--- src/shared/frame_timer_pkg.sv ---
// Constants and carrier types for the host status and frame timer bank.
// Assumes an 8-bit processor port with one address line and a 25 MHz clock.
package frame_timer_pkg;

  // Register addresses reached through the internal address pointer
  localparam logic [7:0] ADDR_INT_STATUS = 8'h0d;
  localparam logic [7:0] ADDR_REV_RELOAD_LO = 8'h0e;
  localparam logic [7:0] ADDR_REMAIN_CTRL2 = 8'h0f;

  // Interrupt status field positions
  localparam int ST_DPLUS = 7;
  localparam int ST_DETECT = 6;
  localparam int ST_INSERT = 5;
  localparam int ST_FRAME = 4;
  localparam int ST_DONE_B = 1;
  localparam int ST_DONE_A = 0;
  localparam logic [7:0] ST_STICKY_MASK = 8'h73;

  // Control register two field positions
  localparam int C2_HOST = 7;
  localparam int C2_SWAP = 6;

  // Frame timer layout
  localparam int RELOAD_W = 14;
  localparam int FRAME_NUM_W = 11;
  localparam int REMAIN_LSB = 6;

  // Reset values
  localparam logic [7:0] STATUS_RESET = 8'h00;
  localparam logic [13:0] RELOAD_RESET = 14'h0000;
  localparam logic [7:0] ADDR_RESET = 8'h00;

  // Timer tick rate derived from the system clock rate
  localparam int SYS_CLK_KHZ = 25000;
  localparam int TICK_KHZ = 12000;
  localparam int TICK_ACC_W = 16;
  localparam logic [15:0] TICK_INC = 16'(TICK_KHZ);
  localparam logic [15:0] TICK_MOD = 16'(SYS_CLK_KHZ);

  // Processor port pins sampled together
  typedef struct packed {
    logic cs_n;
    logic rd_n;
    logic wr_n;
    logic a0;
    logic [7:0] data;
  } host_port_t;

  // Line levels sampled from the USB pins
  typedef struct packed {
    logic dplus;
    logic dminus;
  } usb_line_t;

endpackage : frame_timer_pkg

--- src/rtl/usb_host_status_and_frame_timer.sv ---
// Interrupt status, revision/reload-low and remaining-time/control-two
// registers with the start-of-frame timer and frame number counter.
// Assumes processor pins and USB line pins are asynchronous to sys_clk;
// event pulses and control register one bits come from sys_clk logic.
`timescale 1ns/1ps

module usb_host_status_and_frame_timer #(
  parameter logic [3:0] REVISION = 4'h7 // Arbitrary revision code
) (
  input wire logic sys_clk,
  input wire logic reset,
  input wire frame_timer_pkg::host_port_t port_pins,
  output logic [7:0] data_out,
  output logic data_oe,
  input wire frame_timer_pkg::usb_line_t line_pins,
  input wire logic resume_select,
  input wire logic sof_enable,
  input wire logic resume_event,
  input wire logic done_a_event,
  input wire logic done_b_event,
  output logic frame_tick,
  output logic [10:0] frame_number,
  output logic host_mode,
  output logic polarity_swap,
  output logic extended_en,
  output logic set_b_enable,
  output logic [13:0] frame_count
);
  import frame_timer_pkg::*;

  // Two-flop synchronisers for every pin input
  host_port_t port_meta_q;
  host_port_t port_s_q;
  usb_line_t line_meta_q;
  usb_line_t line_s_q;

  always_ff @(posedge sys_clk) begin
    port_meta_q <= port_pins;
    port_s_q <= port_meta_q;
    line_meta_q <= line_pins;
    line_s_q <= line_meta_q;
  end

  // Strobe decode on the synchronised pins
  wire logic wr_act;
  wire logic rd_act;
  assign wr_act = !port_s_q.cs_n && !port_s_q.wr_n;
  assign rd_act = !port_s_q.cs_n && !port_s_q.rd_n && port_s_q.a0;

  // A write commits when the strobe or select goes away, using the
  // data and A0 seen on the last active cycle, so slow edges are safe.
  logic wr_act_q;
  logic [7:0] wdata_q;
  logic wa0_q;
  wire logic wr_end;
  assign wr_end = wr_act_q && !wr_act;

  always_ff @(posedge sys_clk) begin
    if (reset) begin
      wr_act_q <= 1'b0;
      wdata_q <= 8'h00;
      wa0_q <= 1'b0;
    end else begin
      wr_act_q <= wr_act;
      if (wr_act) begin
        wdata_q <= port_s_q.data;
        wa0_q <= port_s_q.a0;
      end
    end
  end

  // Address pointer written with A0 low, data access with A0 high
  logic [7:0] addr_q;
  wire logic wr_addr;
  wire logic wr_data;
  assign wr_addr = wr_end && !wa0_q;
  assign wr_data = wr_end && wa0_q;

  always_ff @(posedge sys_clk) begin
    if (reset) begin
      addr_q <= ADDR_RESET;
    end else if (wr_addr) begin
      addr_q <= wdata_q;
    end
  end

  // Register write selects
  wire logic wr_status;
  wire logic wr_reload_lo;
  wire logic wr_ctrl2;
  assign wr_status = wr_data && (addr_q == ADDR_INT_STATUS);
  assign wr_reload_lo = wr_data && (addr_q == ADDR_REV_RELOAD_LO);
  assign wr_ctrl2 = wr_data && (addr_q == ADDR_REMAIN_CTRL2);

  // Control two and reload storage
  logic [13:0] reload_q;
  logic host_q;
  logic swap_q;
  logic ext_q;

  always_ff @(posedge sys_clk) begin
    if (reset) begin
      reload_q <= RELOAD_RESET;
      host_q <= 1'b0;
      swap_q <= 1'b0;
      ext_q <= 1'b0;
    end else begin
      if (wr_reload_lo) begin
        reload_q[7:0] <= wdata_q;
      end
      if (wr_ctrl2) begin
        reload_q[13:8] <= wdata_q[5:0];
        host_q <= wdata_q[C2_HOST];
        swap_q <= wdata_q[C2_SWAP];
        ext_q <= 1'b1;
      end
    end
  end

  // 12 MHz tick from 25 MHz by a fractional accumulator; ticks are
  // uneven by one clock but their average rate is exact.
  logic [15:0] tick_acc_q;
  wire logic [15:0] tick_sum;
  wire logic tick;
  assign tick_sum = tick_acc_q + TICK_INC;
  assign tick = tick_sum >= TICK_MOD;

  always_ff @(posedge sys_clk) begin
    if (reset) begin
      tick_acc_q <= 16'h0000;
    end else if (tick) begin
      tick_acc_q <= tick_sum - TICK_MOD;
    end else begin
      tick_acc_q <= tick_sum;
    end
  end

  // Down counter, one step per tick; the step that would reach zero
  // reloads instead, so a reload of N gives exactly N ticks per frame
  logic [13:0] count_q;
  logic [10:0] frame_num_q;
  wire logic at_end;
  wire logic expire;
  assign at_end = count_q <= 14'h0001;
  assign expire = sof_enable && tick && at_end;

  always_ff @(posedge sys_clk) begin
    if (reset) begin
      count_q <= RELOAD_RESET;
    end else if (sof_enable && tick) begin
      if (at_end) begin
        count_q <= reload_q;
      end else begin
        count_q <= count_q - 14'h0001;
      end
    end
  end

  // Frame number; a write to control two wins over an expiry
  always_ff @(posedge sys_clk) begin
    if (reset) begin
      frame_num_q <= 11'h000;
    end else if (wr_ctrl2) begin
      frame_num_q <= 11'h000;
    end else if (expire) begin
      frame_num_q <= frame_num_q + 11'h001;
    end
  end

  // Presence and insert/remove detection from SE0 versus idle
  logic se0_q;
  wire logic se0_now;
  wire logic line_change;
  assign se0_now = !line_s_q.dplus && !line_s_q.dminus;
  assign line_change = host_q && (se0_now != se0_q);

  always_ff @(posedge sys_clk) begin
    if (reset) begin
      se0_q <= 1'b1;
    end else begin
      se0_q <= se0_now;
    end
  end

  // Sticky events; the set term wins over a write-one clear
  logic [7:0] status_q;
  wire logic [7:0] status_set;
  wire logic [7:0] status_clr;
  wire logic [7:0] status_rd;
  assign status_set = {1'b0,
                       resume_select && resume_event,
                       line_change,
                       expire,
                       2'b00,
                       done_b_event && ext_q,
                       done_a_event};
  assign status_clr = wr_status ? (wdata_q & ST_STICKY_MASK) : 8'h00;

  always_ff @(posedge sys_clk) begin
    if (reset) begin
      status_q <= STATUS_RESET;
    end else begin
      status_q <= ((status_q & ~status_clr) | status_set)
                  & ST_STICKY_MASK;
    end
  end

  // Bit 6 is the resume flag or the live not-present indication
  assign status_rd = {line_s_q.dplus,
                      resume_select ? status_q[ST_DETECT] : se0_q,
                      status_q[5:0]};

  // Read data mux and registered read port
  wire logic [7:0] rd_mux;
  logic [7:0] rd_data_q;
  assign rd_mux = (addr_q == ADDR_INT_STATUS) ? status_rd :
                  (addr_q == ADDR_REV_RELOAD_LO) ? {REVISION, 4'h0} :
                  (addr_q == ADDR_REMAIN_CTRL2) ?
                    count_q[13:REMAIN_LSB] :
                  8'h00;

  always_ff @(posedge sys_clk) begin
    if (reset) begin
      rd_data_q <= 8'h00;
    end else begin
      rd_data_q <= rd_mux;
    end
  end

  // Outputs
  assign data_out = rd_data_q;
  assign data_oe = rd_act;
  assign frame_tick = expire;
  assign frame_number = frame_num_q;
  assign host_mode = host_q;
  assign polarity_swap = swap_q;
  assign extended_en = ext_q;
  assign set_b_enable = ext_q;
  assign frame_count = count_q;

  // Checks kept beside the logic they guard
  a_dplus_mirror: assert property (@(posedge sys_clk)
    disable iff (reset) addr_q == ADDR_INT_STATUS
    |=> rd_data_q[ST_DPLUS] == $past(line_s_q.dplus))
    else $error("status bit 7 differs from D+");

  a_resume_flag: assert property (@(posedge sys_clk)
    disable iff (reset) resume_select && resume_event |=> status_q[ST_DETECT])
    else $error("resume event not latched");

  a_presence_bit: assert property (@(posedge sys_clk)
    disable iff (reset) !resume_select && addr_q == ADDR_INT_STATUS
    |=> rd_data_q[ST_DETECT] == $past(se0_q))
    else $error("presence bit wrong");

  a_insert_remove: assert property (@(posedge sys_clk)
    disable iff (reset) host_q && $changed(se0_q) |-> status_q[ST_INSERT])
    else $error("insert/remove not flagged");

  a_expiry_flag: assert property (@(posedge sys_clk)
    disable iff (reset) expire
    |=> status_q[ST_FRAME] && frame_count == $past(reload_q))
    else $error("expiry did not flag and reload");

  a_done_b_gate: assert property (@(posedge sys_clk)
    disable iff (reset) !ext_q |=> !status_q[ST_DONE_B])
    else $error("set B done without extended flag");

  a_set_wins: assert property (@(posedge sys_clk)
    disable iff (reset) done_a_event && wr_status && wdata_q[0]
    |=> status_q[ST_DONE_A])
    else $error("clear beat a new done event");

  a_clear_done: assert property (@(posedge sys_clk)
    disable iff (reset) wr_status && wdata_q[0] && !done_a_event
    |=> !status_q[0])
    else $error("write one did not clear");

  a_rev_read: assert property (@(posedge sys_clk)
    disable iff (reset) addr_q == ADDR_REV_RELOAD_LO && $stable(addr_q)
    |=> rd_data_q == {REVISION, 4'h0})
    else $error("revision read wrong");

  a_reserved_zero: assert property (@(posedge sys_clk)
    disable iff (reset) status_q[3:2] == 2'b00)
    else $error("reserved status bits set");

  a_count_down: assert property (@(posedge sys_clk)
    disable iff (reset) sof_enable && tick && count_q > 14'h0001
    |=> count_q == $past(count_q) - 14'h0001)
    else $error("timer did not count down");

  a_frame_clear: assert property (@(posedge sys_clk)
    disable iff (reset) wr_ctrl2 |=> frame_num_q == 11'h000 && ext_q)
    else $error("control write did not clear frame number");

  a_tick_spacing: assert property (@(posedge sys_clk)
    disable iff (reset) tick |=> !tick)
    else $error("tick faster than 12 MHz");

endmodule : usb_host_status_and_frame_timer

--- config.mk ---
export PLATFORM = sky130hd
export DESIGN_NAME = usb_host_status_and_frame_timer
export DESIGN_NICKNAME = d
export VERILOG_FILES = /design/src/shared/frame_timer_pkg.sv /design/src/rtl/usb_host_status_and_frame_timer.sv
export SDC_FILE = /design/constraint.sdc
export NUM_CORES = 1
export LEC_CHECK = 0
export BUFFER_PORTS_ARGS = -buffer_cell sky130_fd_sc_hd__buf_2
export CAP_MARGIN = 15
export CORE_MARGIN = 2
export CORE_UTILIZATION = 60
export CTS_BUF_LIST = sky130_fd_sc_hd__clkbuf_8
export DETAILED_ROUTE_END_ITERATION = 12
export GPL_TIMING_DRIVEN = 0
export PLACE_DENSITY = 0.91
export RECOVER_POWER = 100
export REMOVE_ABC_BUFFERS = 1
export SLEW_MARGIN = 20
export SYNTH_ARGS = -nofsm -noshare
export SYNTH_HDL_FRONTEND = slang
export SYNTH_SLANG_ARGS = --single-unit
--- constraint.sdc ---
create_clock -name sys_clk -period 4 [get_ports sys_clk]
set_clock_uncertainty 0.05 [all_clocks]
set_input_delay 0.6 -clock sys_clk [delete_from_list [all_inputs] [get_ports sys_clk]]
set_output_delay 0.6 -clock sys_clk [all_outputs]
set_load 0.02 [all_outputs]
==> results.txt <==
After filler insertion, the fill cell instance count of the layout stands at 592. The reg-to-reg critical path endpoint is frame_count[10]. For the total negative slack for setup checks, the log shows 0 ns. The buffer type at the clock tree root is sky130_fd_sc_hd__clkbuf_8.

Dominant combinational cell family by area after synthesis: simple AND/OR/NAND/NOR gates. From synthesis to final layout, the design area changed by 14.4%. The logs give 0 for the initial antenna violation count and 32 for the number of rows in the core area. The leakage power of the design is 2.06 nW, and the post-synthesis simple-gate area fraction is 0.216. The first global-routing pass estimated 18800 um of wire. The total overflow left after global routing is 0. After synthesis, the cell types taking the most area are sky130_fd_sc_hd__dfxtp_1 47%, sky130_fd_sc_hd__mux2i_1 5.8%, sky130_fd_sc_hd__nor2_1 4.6%.

Setup repair after global routing left no endpoint under its margin. The final reports fail on max-capacitance violations, max-slew violations. The path with the worst hold slack has its endpoint at port_meta_q[10]. The part of the power in combinational logic came out at 0.455.

Across the run, the number of max-cap violations was 2. The tools report the placed instance area as 0.00515 mm2. The share of final-layout standard cells stronger than drive strength 1 was 0.119; the number of warnings issued by yosys was 0. Detailed routing inserted a total of 4391 vias. The internal portion of the total power is 2.61 mW. The region available for standard cell placement spans 0.00777 mm2. The die boundary height came out at 94.0 um.

The worst hold path begins at port_pins[10]. The flow ran to the end, but the final reports show violations. Summed over all nets, the switching power comes to 2.14 mW. The pin count of the biggest net entering global routing was 71; the number of hold buffers added after cts was 0.

At the pin with the least slew margin, the transition time is 1.66 ns. The largest single stage delay on the critical path is 0.40 ns. The most common cell in the synthesized netlist is sky130_fd_sc_hd__dfxtp_1. Among the stages of the critical path, the cell type that occurs most often is sky130_fd_sc_hd__inv_1. The worst setup path is captured at a primary output. The tools report the type of element launching the critical path as a register.

The synthesized netlist contains 66 unique library cells. The tools report the relative max-transition margin as -0.110. The critical path goes through inv_1 > ha_1 > nor2b_2 > or3_4 > a2111oi_4 > and4b_2 > o21bai_4 > nand3_2 > inv_1 > buf_2. Setup violations remaining at the end of the flow were counted as 0. The adder and majority gate portion of the synthesized area was 0.0180; the reg2reg setup slack was 0.32 ns. For this design the top-level I/O count stands at 60. For this run, design rule violations remaining after detail routing come to 0. The HPWL after detailed placement was 7450 um; the number of diodes was 0. Setup slack on the critical path of the routed design comes to 0.260 ns. The run gives 0.474 as the portion of the post-synthesis area used by sequential elements.

Wires add up to 11800 um. Multiplexer fraction of the synthesized cell area: 0.0601. The final weighted congestion in routability-driven placement came out at 0.950.

The post-synthesis share of cell area spent on xor and xnor gates was 0.0144. The commonest cells after synthesis are 115 x sky130_fd_sc_hd__dfxtp_1, 59 x sky130_fd_sc_hd__nor2_1, 58 x sky130_fd_sc_hd__nand2_1. The all-layer global routing usage is 0.277.

After detailed routing, the average wire length per cell comes to 16.6 um. The compound-cell area share of the yosys netlist was 0.175. For the number of standard cells after synthesis, the log shows 546. The tree built by TritonCTS fans out to 115 sinks. The design draws 4.75 mW.

The H-tree was split into 4 levels. Summing all non-filler instances in the final layout gives an area of 0.00555 mm2. The logs give 4004 for the via count of the first global-routing pass and 0 for the final hold violation count. Area share of the largest cell type after synthesis: 0.474. The synthesized design spends more area on one cell type than any other, namely sky130_fd_sc_hd__dfxtp_1.

Based on the critical path, the design can be clocked at up to 267 MHz. The worst setup path is of the reg2out kind. The part of the power in the clock network came out at 0.240. Number of I/O port buffers: 59. The starting density of the core was 0.625; the post-detailed-route count of antenna-violating nets was 0. For the buffer depth of the longest clock path, the log shows 2. The max-slew violation count came out at 9. The ratio of routed vias to standard cells was 6.15. For the number of CTS-inserted buffers, the log shows 17.

Fraction of the cycle the final worst path needs: 0.935. The mean cell area of the mapped netlist was 8.89 um2. The worst hold path depth came out at 1.

For the portion of total power attributed to sequential cells, the log shows 0.305. The cell count of the worst reg-to-reg path is 9, and the maximum vdd drop is 649 uV. Origin of the critical flop-to-flop path: tick_acc_q[5].

Among all flip-flop cells after synthesis, the most frequent one is sky130_fd_sc_hd__dfxtp_1. The initial DRC count came out at 338. Clock latency on the worst-skew pair, taken at its later pin, is 0.44 ns. The worst hold path belongs to the class in2reg.

The worst path in the final design needs a cycle of 3.74 ns, including I/O delays and setup. The end-of-flow core utilization came out at 0.715. The floorplan step set the die width to 94.0 um. TritonCTS built the clock tree. The cell area that synthesis handed to floorplanning was 0.00485 mm2. OpenSTA, run right after detailed placement, puts the worst setup slack at 0.454 ns. The number of synthesized register bits was 115; the number of iterations in the first detailed-routing pass was 5.

The slowest stage of the critical path belongs to the cell sky130_fd_sc_hd__dfxtp_2. The net total in the final layout came out at 627. Yosys mapped a number of flops with a built-in enable equal to 0. The CTS clock-pin slew for the worst setup and hold paths is 0.07 ns.

The non-filler instance count after layout was 714; the post-placement cell count was 679. The tightest hold path in the finished design has a slack of 0.205 ns. Dividing total power by cell area gives a power density of 856 mW/mm2. The async set or reset register ratio after synthesis was 0. STA puts the critical path data arrival time at 3.09 ns.

In this run the worst path has a maximum fanout of 19. STA puts the critical path data required time at 3.35 ns. The proportion of total power due to net switching is 0.451. The die covers 0.00883 mm2.
state kept, by name (all words and copies together), names as in the netlist, 5 cells and up:
name and count:
addr_q 8, data_out 8, frame_count 14, frame_number 11
port_meta_q 12, port_s_q 12, reload_q 14, status_q 5
tick_acc_q 13, wdata_q 8
power groups by stage:
stage               sequential, mW  clock (mW)  combinational, mW
floorplan                     1.48           0               1.51
global placement              1.45           0               1.94
detailed placement            1.46           0               2.05
CTS                           1.44        1.16               2.09
global route                  1.46        1.21               2.40
finish                        1.45        1.14               2.16
critical path: cells and delay by family, from the launching register on:
kind                     cells  cell delay, ns
AND/OR/NAND/NOR              4            1.12
adder cells (fa/ha/maj)      1            0.26
AO/OA/AOI/OAI                2            0.59
buffers and inverters        3            0.28
flip-flops                   1            0.40
worst max-delay path by stage:
stage | startpoint | to | slack (ns) | depth (start not counted)
finish | tick_acc_q[5] | frame_tick | 0.26 | 10
detailed placement | tick_acc_q[5] | frame_tick | 0.45 | 10
CTS | tick_acc_q[5] | frame_tick | 0.02 | 10
floorplan | tick_acc_q[5] | frame_tick | 0.73 | 9
global placement | tick_acc_q[5] | frame_tick | 0.12 | 10
global route | tick_acc_q[6] | frame_tick | 0.09 | 10
layout by cell type (no fill, tap or decap), drive strengths merged, types with 3 or more instances in the layout:
cell,count
or2,5
clkinv,7
a21oi,43
nor4,6
a31oi,5
or3,6
o31ai,9
ha,7
nor2b,3
nand3,18
o211ai,5
a22oi,3
a211o,3
o21a,3
and2,4
inv,21
nor2,60
nor3,16
xnor2,6
buf,23
nor3b,3
a211oi,5
mux2i,28
o311ai,3
and3,7
a21o,6
bufinv,3
dfxtp,115
or4,7
nand4,12
clkbuf,56
o21ai,24
o21bai,4
nand2,58
area by class of cell:
cell class | count | area, um2 | share of cell area
clock inverter | 14 | 178 | 0.0320
inverter | 17 | 63.8 | 0.0115
multi-input combinational | 387 | 2370 | 0.426
tap | 102 | 128 | 0.0230
clock buffer | 18 | 248 | 0.0446
timing repair buffer | 61 | 265 | 0.0478
sequential | 115 | 2300 | 0.415
timing repair:
| item | CTS | global route |
|---|---|---|
| gates cloned | 1 | 0 |
| pin swaps | 1 | 1 |
| setup buffers | 0 | 2 |
| gates resized for setup | 1 | 3 |
| setup endpoints to repair | 1 | 1 |
cells by family (layout without fill, tap and decap cells):
kind of cell    count (synthesis)  after routing
xor+xnor                        8              8
fa+ha+maj                       7              7
compound gates                129            130
mux                            29             29
buf+inv                        45            110
flops                         115            115
simple gates                  213            213
per-layer routing:
layer	wire length, um	GRT usage	vias up
li1	-	-	2073
met1	4630	0.311	2059
met2	5840	0.466	214
met3	901	0.0923	45
met4	455	0.140	0
met5	0	0	-
No activity file was read; power rests on OpenSTA's default activity.
